### config.mk
export PLATFORM = sky130hd
export DESIGN_NAME = rftx_ctrl
export DESIGN_NICKNAME = d
export VERILOG_FILES = /design/src/rtl/rftx_pkg.sv /design/src/rtl/rftx_rate_div.sv /design/src/rtl/rftx_buffer.sv /design/src/rtl/rftx_ctrl.sv
export SDC_FILE = /design/constraint.sdc
export NUM_CORES = 1
export LEC_CHECK = 0
export BUFFER_PORTS_ARGS = -buffer_cell sky130_fd_sc_hd__buf_2
export CORE_MARGIN = 2
export CORE_UTILIZATION = 45
export DETAILED_ROUTE_END_ITERATION = 8
export PLACE_DENSITY_LB_ADDON = 0.1
export SKIP_CTS_REPAIR_TIMING = 1
export SLEW_MARGIN = 5
export SYNTH_ARGS = -nofsm -noshare
export SYNTH_HDL_FRONTEND = slang
export SYNTH_SLANG_ARGS = --single-unit
### constraint.sdc
create_clock -name i_mclk -period 6.78 [get_ports i_mclk]
set_clock_uncertainty 0.2 [all_clocks]
set_input_delay 0.339 -clock i_mclk [delete_from_list [all_inputs] [get_ports i_mclk]]
set_output_delay 0.339 -clock i_mclk [all_outputs]
set_load 0.05 [all_outputs]
### src/rtl/rftx_pkg.sv
/*
  Package for the RF transmit control block: register offsets, field positions,
  reset values, timing constants, state type and carrier structs.
  Assumes a 10 MHz system clock standing in for the crystal-derived clock.
*/
package rftx_pkg;

  // ****************************************
  // Register map (word index on the plain port)
  // ****************************************
  localparam logic [3:0] ADDR_BIT_RATE = 4'h0;
  localparam logic [3:0] ADDR_FRAME_LEN = 4'h1;
  localparam logic [3:0] ADDR_TX_CTRL = 4'h2;
  localparam logic [3:0] ADDR_STATUS = 4'h3;
  localparam logic [3:0] ADDR_BUF_BASE = 4'h0;
  localparam int ADDR_W = 6;
  localparam logic [5:0] ADDR_BUF_WIN = 6'h20;

  // ****************************************
  // Fields and reset values
  // ****************************************
  localparam int CTRL_SEND_BIT = 7;
  localparam int CTRL_PAGE_BIT = 6;
  localparam int CTRL_EOM_BIT = 5;
  localparam logic [7:0] BIT_RATE_RST = 8'h34;
  localparam logic [7:0] FRAME_LEN_RST = 8'h00;
  localparam logic [4:0] POWER_RST = 5'h00;
  localparam logic [1:0] EOM_BITS = 2'h2;

  // ****************************************
  // Timing: crystal 26 MHz divided by 52*(code+1)
  // ****************************************
  localparam int XTAL_HZ = 26000000;
  localparam int RATE_PRESCALE = 52;
  localparam int CLK_HZ = 10000000;
  localparam int PRESCALE_CYC = (RATE_PRESCALE * CLK_HZ + XTAL_HZ - 1) / XTAL_HZ;
  localparam int BUF_BYTES = 32;

  typedef enum logic [1:0] {
    RFTX_IDLE = 2'b00,
    RFTX_DATA = 2'b01,
    RFTX_TAIL = 2'b11
  } rftx_state_t;

  typedef struct packed {
    logic [ADDR_W-1:0] addr;
    logic [7:0] wdata;
    logic wr;
    logic rd;
  } rftx_bus_t;

  typedef struct packed {
    logic active;
    logic data;
    logic [4:0] power;
  } rftx_tx_t;

endpackage

### src/rtl/rftx_rate_div.sv
/*
  Bit-rate divider: emits a one-cycle tick every 52*(code+1) crystal periods,
  scaled to the system clock. Assumes i_run low clears it between frames.
*/
module rftx_rate_div
  import rftx_pkg::*;
(
  input wire logic i_mclk,
  input wire logic i_rst_n,
  input wire logic i_run,
  input wire logic [7:0] i_code,
  output logic o_tick
);
  logic [7:0] pre_cnt;
  logic [7:0] code_cnt;
  wire pre_end = (pre_cnt == 8'(PRESCALE_CYC - 1));
  wire code_end = (code_cnt == i_code);

  always_ff @(posedge i_mclk) begin
    if (!i_rst_n || !i_run) begin
      pre_cnt <= 8'h00;
      code_cnt <= 8'h00;
      o_tick <= 1'b0;
    end else begin
      pre_cnt <= pre_end ? 8'h00 : pre_cnt + 8'h01;
      if (pre_end) begin
        code_cnt <= code_end ? 8'h00 : code_cnt + 8'h01;
      end
      o_tick <= pre_end && code_end;
    end
  end
endmodule

### src/rtl/rftx_buffer.sv
/*
  RF data buffer of 32 bytes in flip-flops, written a byte at a time, read by
  byte index for software and by bit index for the shifter.
*/
module rftx_buffer
  import rftx_pkg::*;
(
  input wire logic i_mclk,
  input wire logic i_we,
  input wire logic [4:0] i_waddr,
  input wire logic [7:0] i_wdata,
  input wire logic [4:0] i_raddr,
  input wire logic [7:0] i_bit_idx,
  output logic [7:0] o_rdata,
  output logic o_bit
);
  logic [7:0] mem [BUF_BYTES];

  genvar g;
  generate
    for (g = 0; g < BUF_BYTES; g++) begin : g_byte
      always_ff @(posedge i_mclk) begin
        if (i_we && i_waddr == 5'(g)) begin
          mem[g] <= i_wdata;
        end
      end
    end
  endgenerate

  assign o_rdata = mem[i_raddr];
  // Bits go out MSB first within each byte
  assign o_bit = mem[i_bit_idx[7:3]][3'h7 - i_bit_idx[2:0]];
endmodule

### src/rtl/rftx_ctrl.sv
/*
  RF transmit control: bit rate, frame length, power, start/abort, buffer page
  and end-of-message tail, reached over a plain register port.
  Assumes a 10 MHz clock, processor reset i_rst_n and RF-module reset i_rfm_rst_n,
  both synchronous and active low.
*/
// Implementation choices: the register offsets and strobed register access.
module rftx_ctrl
  import rftx_pkg::*;
(
  input wire logic i_mclk,
  input wire logic i_rst_n,
  input wire logic i_rfm_rst_n,
  input wire logic [ADDR_W-1:0] i_addr,
  input wire logic [7:0] i_wdata,
  input wire logic i_wr,
  input wire logic i_rd,
  output logic [7:0] o_rdata,
  output logic o_tx_active,
  output logic o_tx_data,
  output logic [4:0] o_power,
  output logic o_bank_upper
);
  import rftx_pkg::*;

  // ****************************************
  // Registers
  // ****************************************
  logic [7:0] bit_rate;
  logic [7:0] frame_length;
  logic send;
  logic buffer_page_select;
  logic end_of_message_tail;
  logic [4:0] output_power_level;
  rftx_state_t state;
  rftx_state_t next_state;
  logic [7:0] bit_idx;
  logic [1:0] tail_cnt;
  logic tick;
  logic buf_bit;
  logic [7:0] buf_rdata;
  rftx_bus_t bus;
  rftx_tx_t tx;

  // ****************************************
  // Decode
  // ****************************************
  assign bus = '{addr: i_addr, wdata: i_wdata, wr: i_wr, rd: i_rd};
  wire is_win = (bus.addr[5] == ADDR_BUF_WIN[5]);
  wire [3:0] reg_idx = bus.addr[3:0];
  wire wr_rate = bus.wr && !is_win && reg_idx == ADDR_BIT_RATE;
  wire wr_len = bus.wr && !is_win && reg_idx == ADDR_FRAME_LEN;
  wire wr_ctrl = bus.wr && !is_win && reg_idx == ADDR_TX_CTRL;
  wire wr_buf = bus.wr && is_win;
  wire [4:0] buf_addr = {buffer_page_select, bus.addr[3:0]};
  wire start_req = wr_ctrl && bus.wdata[CTRL_SEND_BIT] && state == RFTX_IDLE;
  wire abort_req = wr_ctrl && !bus.wdata[CTRL_SEND_BIT];
  wire last_bit = (bit_idx == frame_length);
  wire [7:0] ctrl_rd = {send, buffer_page_select, end_of_message_tail, output_power_level};
  wire [7:0] status_rd = {6'h00, state};
  wire [7:0] reg_rd = (reg_idx == ADDR_BIT_RATE) ? bit_rate :
                      (reg_idx == ADDR_FRAME_LEN) ? frame_length :
                      (reg_idx == ADDR_TX_CTRL) ? ctrl_rd :
                      (reg_idx == ADDR_STATUS) ? status_rd : 8'h00;
  wire [7:0] next_rdata = !bus.rd ? 8'h00 : is_win ? buf_rdata : reg_rd;

  // ****************************************
  // Submodules
  // ****************************************
  rftx_rate_div u_div (
    .i_mclk(i_mclk),
    .i_rst_n(i_rfm_rst_n),
    .i_run(state != RFTX_IDLE),
    .i_code(bit_rate),
    .o_tick(tick)
  );

  rftx_buffer u_buf (
    .i_mclk(i_mclk),
    .i_we(wr_buf),
    .i_waddr(buf_addr),
    .i_wdata(bus.wdata),
    .i_raddr(buf_addr),
    .i_bit_idx(bit_idx),
    .o_rdata(buf_rdata),
    .o_bit(buf_bit)
  );

  // ****************************************
  // Sequencer
  // ****************************************
  always_comb begin
    next_state = state;
    case (state)
      RFTX_IDLE: begin
        if (start_req && frame_length != FRAME_LEN_RST) begin
          next_state = RFTX_DATA;
        end
      end
      RFTX_DATA: begin
        if (abort_req) begin
          next_state = RFTX_IDLE;
        end else if (tick && last_bit) begin
          next_state = end_of_message_tail ? RFTX_TAIL : RFTX_IDLE;
        end
      end
      RFTX_TAIL: begin
        if (abort_req || (tick && tail_cnt == EOM_BITS - 2'h1)) begin
          next_state = RFTX_IDLE;
        end
      end
      default: begin
        next_state = RFTX_IDLE;
      end
    endcase
  end

  assign tx.active = (next_state != RFTX_IDLE);
  assign tx.data = (next_state == RFTX_TAIL) ? 1'b1 : (next_state == RFTX_DATA) && buf_bit;
  assign tx.power = output_power_level;

  always_ff @(posedge i_mclk) begin
    if (!i_rfm_rst_n) begin
      state <= RFTX_IDLE;
      bit_idx <= 8'h00;
      tail_cnt <= 2'h0;
    end else begin
      state <= next_state;
      if (next_state == RFTX_IDLE || start_req) begin
        bit_idx <= 8'h00;
      end else if (state == RFTX_DATA && tick && !last_bit) begin
        bit_idx <= bit_idx + 8'h01;
      end
      tail_cnt <= (state == RFTX_TAIL) ? tail_cnt + {1'b0, tick} : 2'h0;
    end
  end

  always_ff @(posedge i_mclk) begin
    if (!i_rfm_rst_n) begin
      bit_rate <= BIT_RATE_RST;
      frame_length <= FRAME_LEN_RST;
      end_of_message_tail <= 1'b0;
      output_power_level <= POWER_RST;
    end else begin
      if (wr_rate) begin
        bit_rate <= bus.wdata;
      end
      if (wr_len) begin
        frame_length <= bus.wdata;
      end
      if (wr_ctrl) begin
        end_of_message_tail <= bus.wdata[CTRL_EOM_BIT];
        output_power_level <= bus.wdata[4:0];
      end
    end
  end

  always_ff @(posedge i_mclk) begin
    if (!i_rfm_rst_n) begin
      send <= 1'b0;
    end else begin
      send <= tx.active;
    end
  end

  always_ff @(posedge i_mclk) begin
    if (!i_rst_n) begin
      buffer_page_select <= 1'b0;
      o_bank_upper <= 1'b0;
    end else begin
      if (wr_ctrl) begin
        buffer_page_select <= bus.wdata[CTRL_PAGE_BIT];
      end
      o_bank_upper <= wr_ctrl ? bus.wdata[CTRL_PAGE_BIT] : buffer_page_select;
    end
  end

  always_ff @(posedge i_mclk) begin
    if (!i_rst_n || !i_rfm_rst_n) begin
      o_rdata <= 8'h00;
    end else begin
      o_rdata <= next_rdata;
    end
  end

  // Processor reset leaves the transmitter outputs running
  always_ff @(posedge i_mclk) begin
    if (!i_rfm_rst_n) begin
      o_tx_active <= 1'b0;
      o_tx_data <= 1'b0;
      o_power <= POWER_RST;
    end else begin
      o_tx_active <= tx.active;
      o_tx_data <= tx.data;
      o_power <= tx.power;
    end
  end

  // ****************************************
  // Checks
  // ****************************************
  a_rate_reset: assert property (@(posedge i_mclk) !i_rfm_rst_n |=> bit_rate == BIT_RATE_RST)
    else $error("bit rate not reset to default");
  a_len_reset: assert property (@(posedge i_mclk) !i_rfm_rst_n |=> frame_length == 8'h00)
    else $error("frame length not cleared");
  a_zero_len: assert property (@(posedge i_mclk) disable iff (!i_rfm_rst_n)
    (state == RFTX_IDLE && frame_length == 8'h00 && !wr_len) |=> state == RFTX_IDLE)
    else $error("frame sent with zero length");
  a_start_go: assert property (@(posedge i_mclk) disable iff (!i_rfm_rst_n || !i_rst_n)
    (start_req && frame_length != 8'h00) |=> send && o_tx_active)
    else $error("start did not begin frame");
  a_abort_stop: assert property (@(posedge i_mclk) disable iff (!i_rfm_rst_n)
    (state != RFTX_IDLE && abort_req) |=> !send && state == RFTX_IDLE)
    else $error("abort ignored");
  a_send_busy: assert property (@(posedge i_mclk) disable iff (!i_rfm_rst_n)
    send == (state != RFTX_IDLE))
    else $error("send flag disagrees with state");
  a_bit_count: assert property (@(posedge i_mclk) disable iff (!i_rfm_rst_n)
    state == RFTX_DATA |-> bit_idx <= frame_length)
    else $error("bit index past frame length");
  a_tail_one: assert property (@(posedge i_mclk) disable iff (!i_rfm_rst_n || !i_rst_n)
    state == RFTX_TAIL |=> o_tx_data || state == RFTX_IDLE)
    else $error("tail not data one");
  a_page_keep: assert property (@(posedge i_mclk) disable iff (!i_rst_n)
    (!i_rfm_rst_n && !wr_ctrl) |=> buffer_page_select == $past(buffer_page_select))
    else $error("page changed by module reset");
  a_power_pass: assert property (@(posedge i_mclk) disable iff (!i_rst_n || !i_rfm_rst_n)
    ##1 o_power == $past(output_power_level))
    else $error("power code altered");
  a_send_read: assert property (@(posedge i_mclk) disable iff (!i_rst_n || !i_rfm_rst_n)
    (bus.rd && !is_win && reg_idx == ADDR_TX_CTRL) |=> o_rdata[CTRL_SEND_BIT] == $past(state != RFTX_IDLE))
    else $error("start bit read disagrees with activity");
  a_idle_quiet: assert property (@(posedge i_mclk) disable iff (!i_rfm_rst_n)
    next_state == RFTX_IDLE |=> !o_tx_active && !o_tx_data)
    else $error("output active while idle");
  a_abort_out: assert property (@(posedge i_mclk) disable iff (!i_rfm_rst_n)
    (state != RFTX_IDLE && abort_req) |=> !o_tx_active)
    else $error("carrier kept after abort");
  a_tail_count: assert property (@(posedge i_mclk) disable iff (!i_rfm_rst_n)
    state == RFTX_TAIL |-> tail_cnt < EOM_BITS)
    else $error("tail longer than two bits");
  a_no_tail: assert property (@(posedge i_mclk) disable iff (!i_rfm_rst_n)
    (state == RFTX_DATA && tick && last_bit && !end_of_message_tail && !abort_req) |=> state == RFTX_IDLE)
    else $error("tail added without tail bit");
  a_bank_page: assert property (@(posedge i_mclk) disable iff (!i_rst_n)
    o_bank_upper == buffer_page_select)
    else $error("bank select differs from page bit");
  a_page_reset: assert property (@(posedge i_mclk)
    !i_rst_n |=> !buffer_page_select)
    else $error("page bit not cleared by processor reset");
  a_eom_reset: assert property (@(posedge i_mclk)
    !i_rfm_rst_n |=> !end_of_message_tail)
    else $error("tail bit not cleared");
  a_power_clear: assert property (@(posedge i_mclk)
    !i_rfm_rst_n |=> output_power_level == POWER_RST)
    else $error("power field not cleared");
  a_step_one: assert property (@(posedge i_mclk) disable iff (!i_rfm_rst_n)
    (state == RFTX_DATA && !tick) |=> bit_idx == $past(bit_idx) || state == RFTX_IDLE)
    else $error("bit index moved without tick");
  a_tick_single: assert property (@(posedge i_mclk) disable iff (!i_rfm_rst_n)
    tick |=> !tick)
    else $error("divider tick longer than one cycle");
  a_len_write: assert property (@(posedge i_mclk) disable iff (!i_rfm_rst_n)
    wr_len |=> frame_length == $past(bus.wdata))
    else $error("frame length write lost");
  c_full_frame: cover property (@(posedge i_mclk) state == RFTX_DATA ##1 state == RFTX_IDLE);
  c_tail: cover property (@(posedge i_mclk) state == RFTX_TAIL);
  c_abort: cover property (@(posedge i_mclk) state != RFTX_IDLE && abort_req);
  c_zero_refused: cover property (@(posedge i_mclk) wr_ctrl && bus.wdata[CTRL_SEND_BIT] && frame_length == 8'h00);
  c_page_upper: cover property (@(posedge i_mclk) wr_buf && buffer_page_select);
endmodule

# Yosys cells after proc, flatten, opt, wreduce, memory -nomap -nowiden
# Memories as Yosys holds them, arrays and structs flattened. A register that Yosys moved wholly into a read port is not among the register bits.
# Index checks and enable logic that the tools add are counted.
word_totals:
  register_bits: 67
  mem_bits_rw: 256
  input_bits: 19
  output_inout_bits: 16
  wordCells: 339
  memories: 1
classes:
  addsub: 5
  n_lt_le_gt_ge: 1
  eq_ne: 42
  n_mux: 174
  bitwise_logic: 2
  reduce_logical: 99
memory_table:
  columns: ["memory", "words", "width", "read_ports", "rd_clocked_by_memory_dff", "write_ports", "line_no", "text"]
  rows:
  - ["u_buf.mem", 32, 8, 2, 1, 1, "rftx_buffer.sv:17", "logic [7:0] mem [BUF_BYTES];"]
op_table:
  columns: ["op", "n"]
  rows:
  - ["$mux 8", 36]
  - ["$reduce_or 8->1", 31]
  - ["$mux 5", 33]
  - ["$mux 1", 97]
  - ["$eq 5x5->1 const B", 16]
  - ["$logic_and 1x1->1", 47]
  - ["$eq 5x4->1 const B", 8]
  - ["$add 8x1->8 const B", 3]
  - ["$eq 5x3->1 const B", 4]
  - ["$eq 8x8->1", 2]
  - ["$mux 2", 6]
  - ["$eq 5x2->1 const B", 2]
  - ["$eq 4x2->1 const B", 2]
  - ["$eq 8x5->1 const B", 1]
  - ["$reduce_bool 8->1", 1]
  - ["$eq 2x1->1 const B", 3]
  - ["$logic_not 1->1", 6]
  - ["$pmux 2 s3", 1]
  - ["$reduce_or 2->1", 3]
  - ["$eq 5x1->1 const B", 1]
  - ["$logic_not 5->1", 1]
  - ["$eq 2x2->1 const B", 2]
  - ["$eq 4x1->1 const B", 1]
  - ["$logic_not 2->1", 2]
  - ["other kinds (9)", 14]

# Longest topological paths before layout
# Gate-level depths: netlist of run 1.
depth:
  depth_word: 36
  mapped_depth: 12
  mapped_depth_nobuf: 8

# Cells and area by module
# From an unflattened synthesis of run 1, not the netlist that was laid out.
unflattened:
  hier_cells: 954
  area_unflattened_um2: 15153.3
by_module_without_submodules:
  columns: ["mod", "instances", "cells_each", "area_each_um2", "seq_area_each_um2"]
  rows:
  - ["rftx_buffer", 1, 639, 12092.8, 7687.4]
  - ["rftx_ctrl", 1, 226, 2220.9, 1001.0]
  - ["rftx_rate_div", 1, 89, 839.6, 340.3]

# Worst setup path after synthesis of run 1
# Ideal clock, no wire load.
synth_path:
  kind: "flip-flop to flip-flop"
  start: "register with a tool-made name"
  end: "register o_tx_data"
  setup_ns: 0.122
  t_arrival_ns: 2.509
  required_time_ns: 6.458
  slack_ns: 3.949
  path_stages_with_launch: 11
  path_buffers: 3
  synth_period_minus_slack_ns: 2.831
  cell_sequence: "dfxtp_1 > buf_2 > buf_2 > clkbuf_1 > mux4_2 > o22ai_1 > o21ai_0 > a2111oi_0 > a41oi_1 > a2111o_1 > o311a_1"
synth_lines:
  columns: ["element", "line_no", "text"]
  rows:
  - ["to (signal assigned)", "rftx_ctrl.sv:194", "o_tx_data <= tx.data;"]
  - ["to (decl)", "rftx_ctrl.sv:20", "output logic o_tx_data,"]

==> qor.txt, run 1 <==
Worst-Margin Slew: 1.057 ns
Layout cell share with drive strength beyond 1: 28.12%
Post-synthesis compound-gate area fraction: 3.760%
DR pass1 iterations: 6
CP startpoint kind: flop
Mean post-synth cell area: 16.30 µm²
CP arrival: 4.04 ns
Fin cells: 1,426
Required @ worst endpoint: 6.99 ns
Hold_ws: 0.06078 ns
FP Rows: 67
Leading cell type in the layout, fill and taps excluded: edfxtp_1
Port Buffers: 33
# nets final: 972
Pin count of the biggest net entering global routing: 48
Mux contribution to synthesized area: 24.43%
Flop2flop setup slack: 2.95 ns
Leak: 5.433 nW
Initial core utilization: 45.40%
Unrepaired setup endpoints after global routing: no
Vias/cell: 6.142
CTS tree: done
Placed instance count: 1,356
Final GP Congestion: 0.8025
Async SR Flop Fraction: 0%
Number of flops mapped to enable cells by yosys: 256
Mapped cell area: 15,110 µm²
Hold crit path type: primary input to flop
Die Width: 187.2 µm
Wire length of the first global-routing pass: 59,290 µm
CP Class: flop to flop
Relative slew slack: 29.30%
Post-Synth Adder-Cell Area: 0.3312%
Status: complete, no violations
CTS Buf Count: 38
IO Count: 35
Clock latency on the worst-skew pair: 0.52 ns
Clk buf depth: 3
Die area: 35,060 µm²
Final Max Tran Viols: 0
Peak VDD IR: 0.1501 mV
Synth cell types: 58
Iter 0 DRT Violations: 906
Crit path time final: 3.829 ns
Part of the cycle the worst path needs: 56.48%
Final hold vios: 0
Clock Tree Root: clkbuf_16
Routed wire per std cell: 28.12 µm
Most frequent cells in the layout: edfxtp_1, mux4_2, nor2_1
GRT Overall Usage: 23.30%
Max Fclk: 261.1 MHz
CP Capture Type: flop
TNS Setup: 0 ns
Clock-pin slew on the worst setup and hold paths: 0.06 ns
Via count: 8,759
Initial antenna violation count: 1
Ant diodes: 0
GR Overflow Total: 0
Maxcap violations: 0
Post-synthesis xor/xnor area fraction: 2.087%
Post-DRT Antenna Nets: 0
Vias in the first global route: 8,755
Crit path max fanout: 47
DP HPWL: 25,600 µm
Cell Pwr Density: 264.9 nW/µm²
Clk sinks: 328
Routed WL: 40,100 µm
Post-Synth Simple-Gate Area: 7.088%
Sequential share of the synthesized area: 60.42%
Chip height: 187.2 µm
# H-tree levels: 2
Synthesis-to-layout area growth: 12.46%
Ys Warns: 0
Combinational family with the most area after synthesis: multiplexers
Register bit total from synthesis: 328
# setup viols final: 0
Gate Count Post-Synth: 927
Post-Syn Nets: 950
Drc violations: 0
Top_reg_cell synth: edfxtp_1
Core Box Area: 33,280 µm²
[worst max-delay path, cell delays in order (launching register included)]
cell	delay, ns
dfxtp_4	0.82
buf_4	0.44
mux4_2	0.55
nor2b_1	0.14
a211oi_1	0.46
a2111oi_0	0.15
o41a_1	0.40
o21bai_1	0.18
o311a_1	0.32
[power by group]
| part | total, W | switching [W] | leakage [nW] | internal [W] |
|---|---|---|---|---|
| clock network | 0.00212 | 0.000818 | 0.652 | 0.00130 |
| logic | 0.000196 | 0.000122 | 1.90 | 0.0000748 |
| registers | 0.00218 | 0.00000559 | 2.89 | 0.00218 |
[registers in the layout, indices dropped and copies added, names as in the netlist, named ones only]
signal               cells
u_buf.mem              256
bit_idx                  8
bit_rate                 8
frame_length             8
o_rdata                  8
u_div.code_cnt           8
u_div.pre_cnt            8
o_power                  5
output_power_level       5
state                    2
tail_cnt                 2
buffer_page_select       1
end_of_message_tail      1
o_tx_active              1
o_tx_data                1
u_div.o_tick             1
[kinds of logic (layout without fill, tap and decap cells)]
family / count (synthesis) / after routing
AO/OA/AOI/OAI: 78 / 78
XOR/XNOR: 36 / 36
AND/OR/NAND/NOR: 220 / 220
flip-flops: 328 / 328
buffers and inverters: 67 / 118
multiplexers: 194 / 194
adder cells (fa/ha/maj): 4 / 4
[synthesized netlist by cell type, types with 2 or more instances]
library cell,number,area [µm²]
o21bai_1,2,15.01
nand3_1,20,100.1
nor3_1,6,30.03
o21ai_0,12,60.06
nand2b_1,6,37.54
buf_1,5,18.77
nor4_1,6,37.54
o311a_1,2,20.02
ha_1,4,50.05
a2111oi_0,4,35.03
or3_1,2,12.51
or2_2,2,12.51
a31oi_1,3,18.77
and3_1,5,31.28
buf_4,2,15.01
buf_2,15,75.07
dfxtp_1,72,1441
a22oi_1,12,90.09
xnor2_1,14,122.6
o2111ai_1,2,17.52
clkbuf_1,38,142.6
mux2_2,18,202.7
nor2b_1,30,187.7
nand2_1,47,176.4
edfxtp_1,256,7687
and2_1,9,56.30
nand4_1,7,43.79
a311oi_1,2,17.52
mux4_2,138,3108
o22ai_1,7,43.79
or4b_4,2,27.53
a21oi_1,3,15.01
mux2i_1,38,380.4
a211oi_1,11,82.58
nor2_1,73,274.0
inv_1,5,18.77
xor2_1,22,192.7
a21boi_0,5,37.54
[cell type report]
cell class | count | area (µm²)
Inverter | 6 | 22.52
Sequential cell | 328 | 9138
Tap cell | 448 | 560.5
Multi-Input combinational cell | 532 | 5700
Clock buffer | 47 | 1099
Timing Repair Buffer | 43 | 247.7
Fill cell | 2790 | 16290
Clock inverter | 22 | 225.2
[routing by layer]
metal / track usage [%] / vias up / wire length (µm)
li1: - / 3763 / -
met1: 33.37 / 4585 / 17500
met2: 35.74 / 347 / 18550
met3: 5.216 / 64 / 2977
met4: 7.326 / 0 / 1073
met5: 0 / - / 0
[per-stage QoR]
stage / setup slack, ns / instance area (µm²) / utilization [%] / total power (W)
4_1_cts: 2.943 / 16980 / 51.03 / 0.004541
5_1_grt: 2.815 / 16990 / 51.06 / 0.004636
6_report: 2.951 / 16990 / 51.06 / 0.004500
3_3_place_gp: 2.961 / 15660 / 47.05 / 0.002420
3_5_place_dp: 2.953 / 15660 / 47.05 / 0.002421
2_1_floorplan: 3.949 / 15110 / - / 0.002336
[worst paths after layout]
check,start,endpoint,depth (start not counted)
hold / removal,i_rd,o_rdata[2],3
setup reg to reg,flop,o_tx_data,8
hold reg to reg,u_div.pre_cnt[0],u_div.pre_cnt[0],1
setup / recovery,flop,o_tx_data,8
Power figures use the tool's default switching activity.
==> run 2: changes to the inputs <==
Clock period 6.78 ns to 3.8 ns, I/O delays scaled along.
==> run 2 against run 1 <==
Non-clock buffer count up 50; first-iteration DRC count increased by 9.9%; clock power rose by 64%; cell count rose by 3.4%; flip-flop and latch count is the same; critical path depth stayed put; cell area is 1.6% higher; register-to-register slack got worse by 2.4 ns; sequential power rose by 78%; critical endpoint unchanged; largest cell class unchanged.
==> qor.txt, run 2 (synthesis results as in run 1) <==
Status: complete, no violations
# setup viols final: 0
# nets final: 1,023
CP Class: flop to flop
Routed wire per std cell: 27.88 µm
WHS Endpoint: u_buf.mem[14][1]
# H-tree levels: 2
FP Rows: 67
CTS tree: done
Fillers: 2,801
Clock power frac: 45.0%
Switching Fraction: 21.43%
Pin count of the biggest net entering global routing: 56
CP Capture Type: flop
Required @ worst endpoint: 4.02 ns
IO Count: 35
DR pass1 iterations: 5
CP arrival: 3.48 ns
Chip height: 187.2 µm
Wire length of the first global-routing pass: 60,310 µm
Clock-pin slew on the worst setup and hold paths: 0.06 ns
Final Max Tran Viols: 0
Post-DRT Antenna Nets: 0
Synthesis-to-layout area growth: 14.30%
Via count: 8,929
CP startpoint kind: flop
Die Width: 187.2 µm
Unrepaired setup endpoints after global routing: no
Part of the cycle the worst path needs: 85.88%
Clock latency on the worst-skew pair: 0.53 ns
Hold Crit Depth: 1
Cell Pwr Density: 447.7 nW/µm²
TNS Setup: 0 ns
Clock Tree Root: clkbuf_16
Port Buffers: 33
Net Switching: 0.001657 W
Core Box Area: 33,280 µm²
Final GP Congestion: 0.8412
Drc violations: 0
GR Overflow Total: 0
Worst Reg2Reg Path Length in Cells: 8
Clk buf depth: 3
Routed WL: 41,130 µm
Initial core utilization: 45.40%
Vias in the first global route: 8,701
GRT Overall Usage: 23.80%
DP HPWL: 27,190 µm
Crit path time final: 3.263 ns
Peak VDD IR: 0.2928 mV
Leak: 5.641 nW
Flop2flop setup slack: 0.54 ns
Vias/cell: 6.054
Combinational Power Share: 4.7%
Crit path max fanout: 24
Final hold vios: 0
Hold_sp: i_wdata[1]
Int Pwr: 0.006075 W
Layout cell share with drive strength beyond 1: 29.80%
Worst-Margin Slew: 0.9370 ns
Die area: 35,060 µm²
Iter 0 DRT Violations: 996
Initial antenna violation count: 0
Seq pwr share: 50.3%
R2R Path End: o_tx_data
Ant diodes: 0
Max reg flops: 256
Largest Register: u_buf.mem
CTS Buf Count: 39
Hold crit path type: primary input to flop
Max Fclk: 306.4 MHz
Maxcap violations: 0
Relative slew slack: 37.30%
Clk sinks: 328
Leading cell type in the layout, fill and taps excluded: edfxtp_1
Final core occ: 51.89%
Most frequent cells in the layout: edfxtp_1, mux4_2, nor2_1
-- run 2: cell count changes in the layout (fill, tap and decap cells not counted), moves of 3 or more --
cell / delta
buf_4: +43
clkbuf_1: +8
clkinv_1: +5
bufinv_16: -4
clkinv_2: -4
dlygate4sd3_1: +4
buf_12: +3
clkbuf_8: -3
clkinv_4: -3
clkinvlp_4: -3
-- run 2: worst max-delay path by stage --
stage	end	slack [ns]	cells past startpoint
after floorplan	o_tx_data	0.97	10
after global placement	o_tx_data	0.50	7
after detailed placement	o_tx_data	0.50	7
after CTS	o_tx_data	0.49	7
after global routing	o_tx_data	0.36	7
final	o_tx_data	0.54	8
-- run 2: through the flow --
stage | std cells | instance area (µm²) | total power (W) | worst slack, ns | hold slack, ns
finish | 1475 | 17270 | 0.007732 | 0.5365 | 0.03717
CTS | 1470 | 17220 | 0.007789 | 0.4862 | -0.3129
global placement | 1402 | 16040 | 0.004325 | 0.5025 | 0.2234
detailed placement | 1402 | 16040 | 0.004329 | 0.4981 | 0.2306
floorplan | 927 | 15110 | 0.004168 | 0.9691 | 0.08887
global route | 1475 | 17270 | 0.007954 | 0.3553 | 0.06956
-- run 2: power groups by stage --
stage	sequential, W	combinational, W	clock [W]
after global placement	0.00397	0.000358	0
after CTS	0.00389	0.000362	0.00353
final	0.00389	0.000362	0.00348
after floorplan	0.00397	0.000195	0
after detailed placement	0.00397	0.000361	0
after global routing	0.00389	0.000382	0.00368
-- run 2: area by class of cell --
type | instances | area, µm² | share of cell area, %
flip-flops and latches | 328 | 9138 | 52.91
multi-input cells | 532 | 5695 | 32.98
clock buffers | 54 | 1120 | 6.484
repair buffers | 93 | 670.6 | 3.883
well taps | 448 | 560.5 | 3.246
clock inverters | 14 | 63.81 | 0.3695
inverters | 6 | 22.52 | 0.1304
-- run 2: routing by layer --
| layer | vias to the layer above | GRT usage [%] | wire (µm) |
|---|---|---|---|
| li1 | 3869 | - | - |
| met3 | 62 | 4.578 | 2541 |
| met2 | 270 | 37.12 | 19190 |
| met5 | - | 0 | 0 |
| met4 | 0 | 5.556 | 753 |
| met1 | 4728 | 34.85 | 18650 |
-- run 2: critical path, cell delays in order (launching register included) --
cell	delay, ns
dfxtp_4	0.70
buf_4	0.36
mux4_2	0.55
mux2i_1	0.23
and3_1	0.20
nor3_1	0.05
o31a_1	0.33
a2111o_1	0.39
o311a_1	0.13
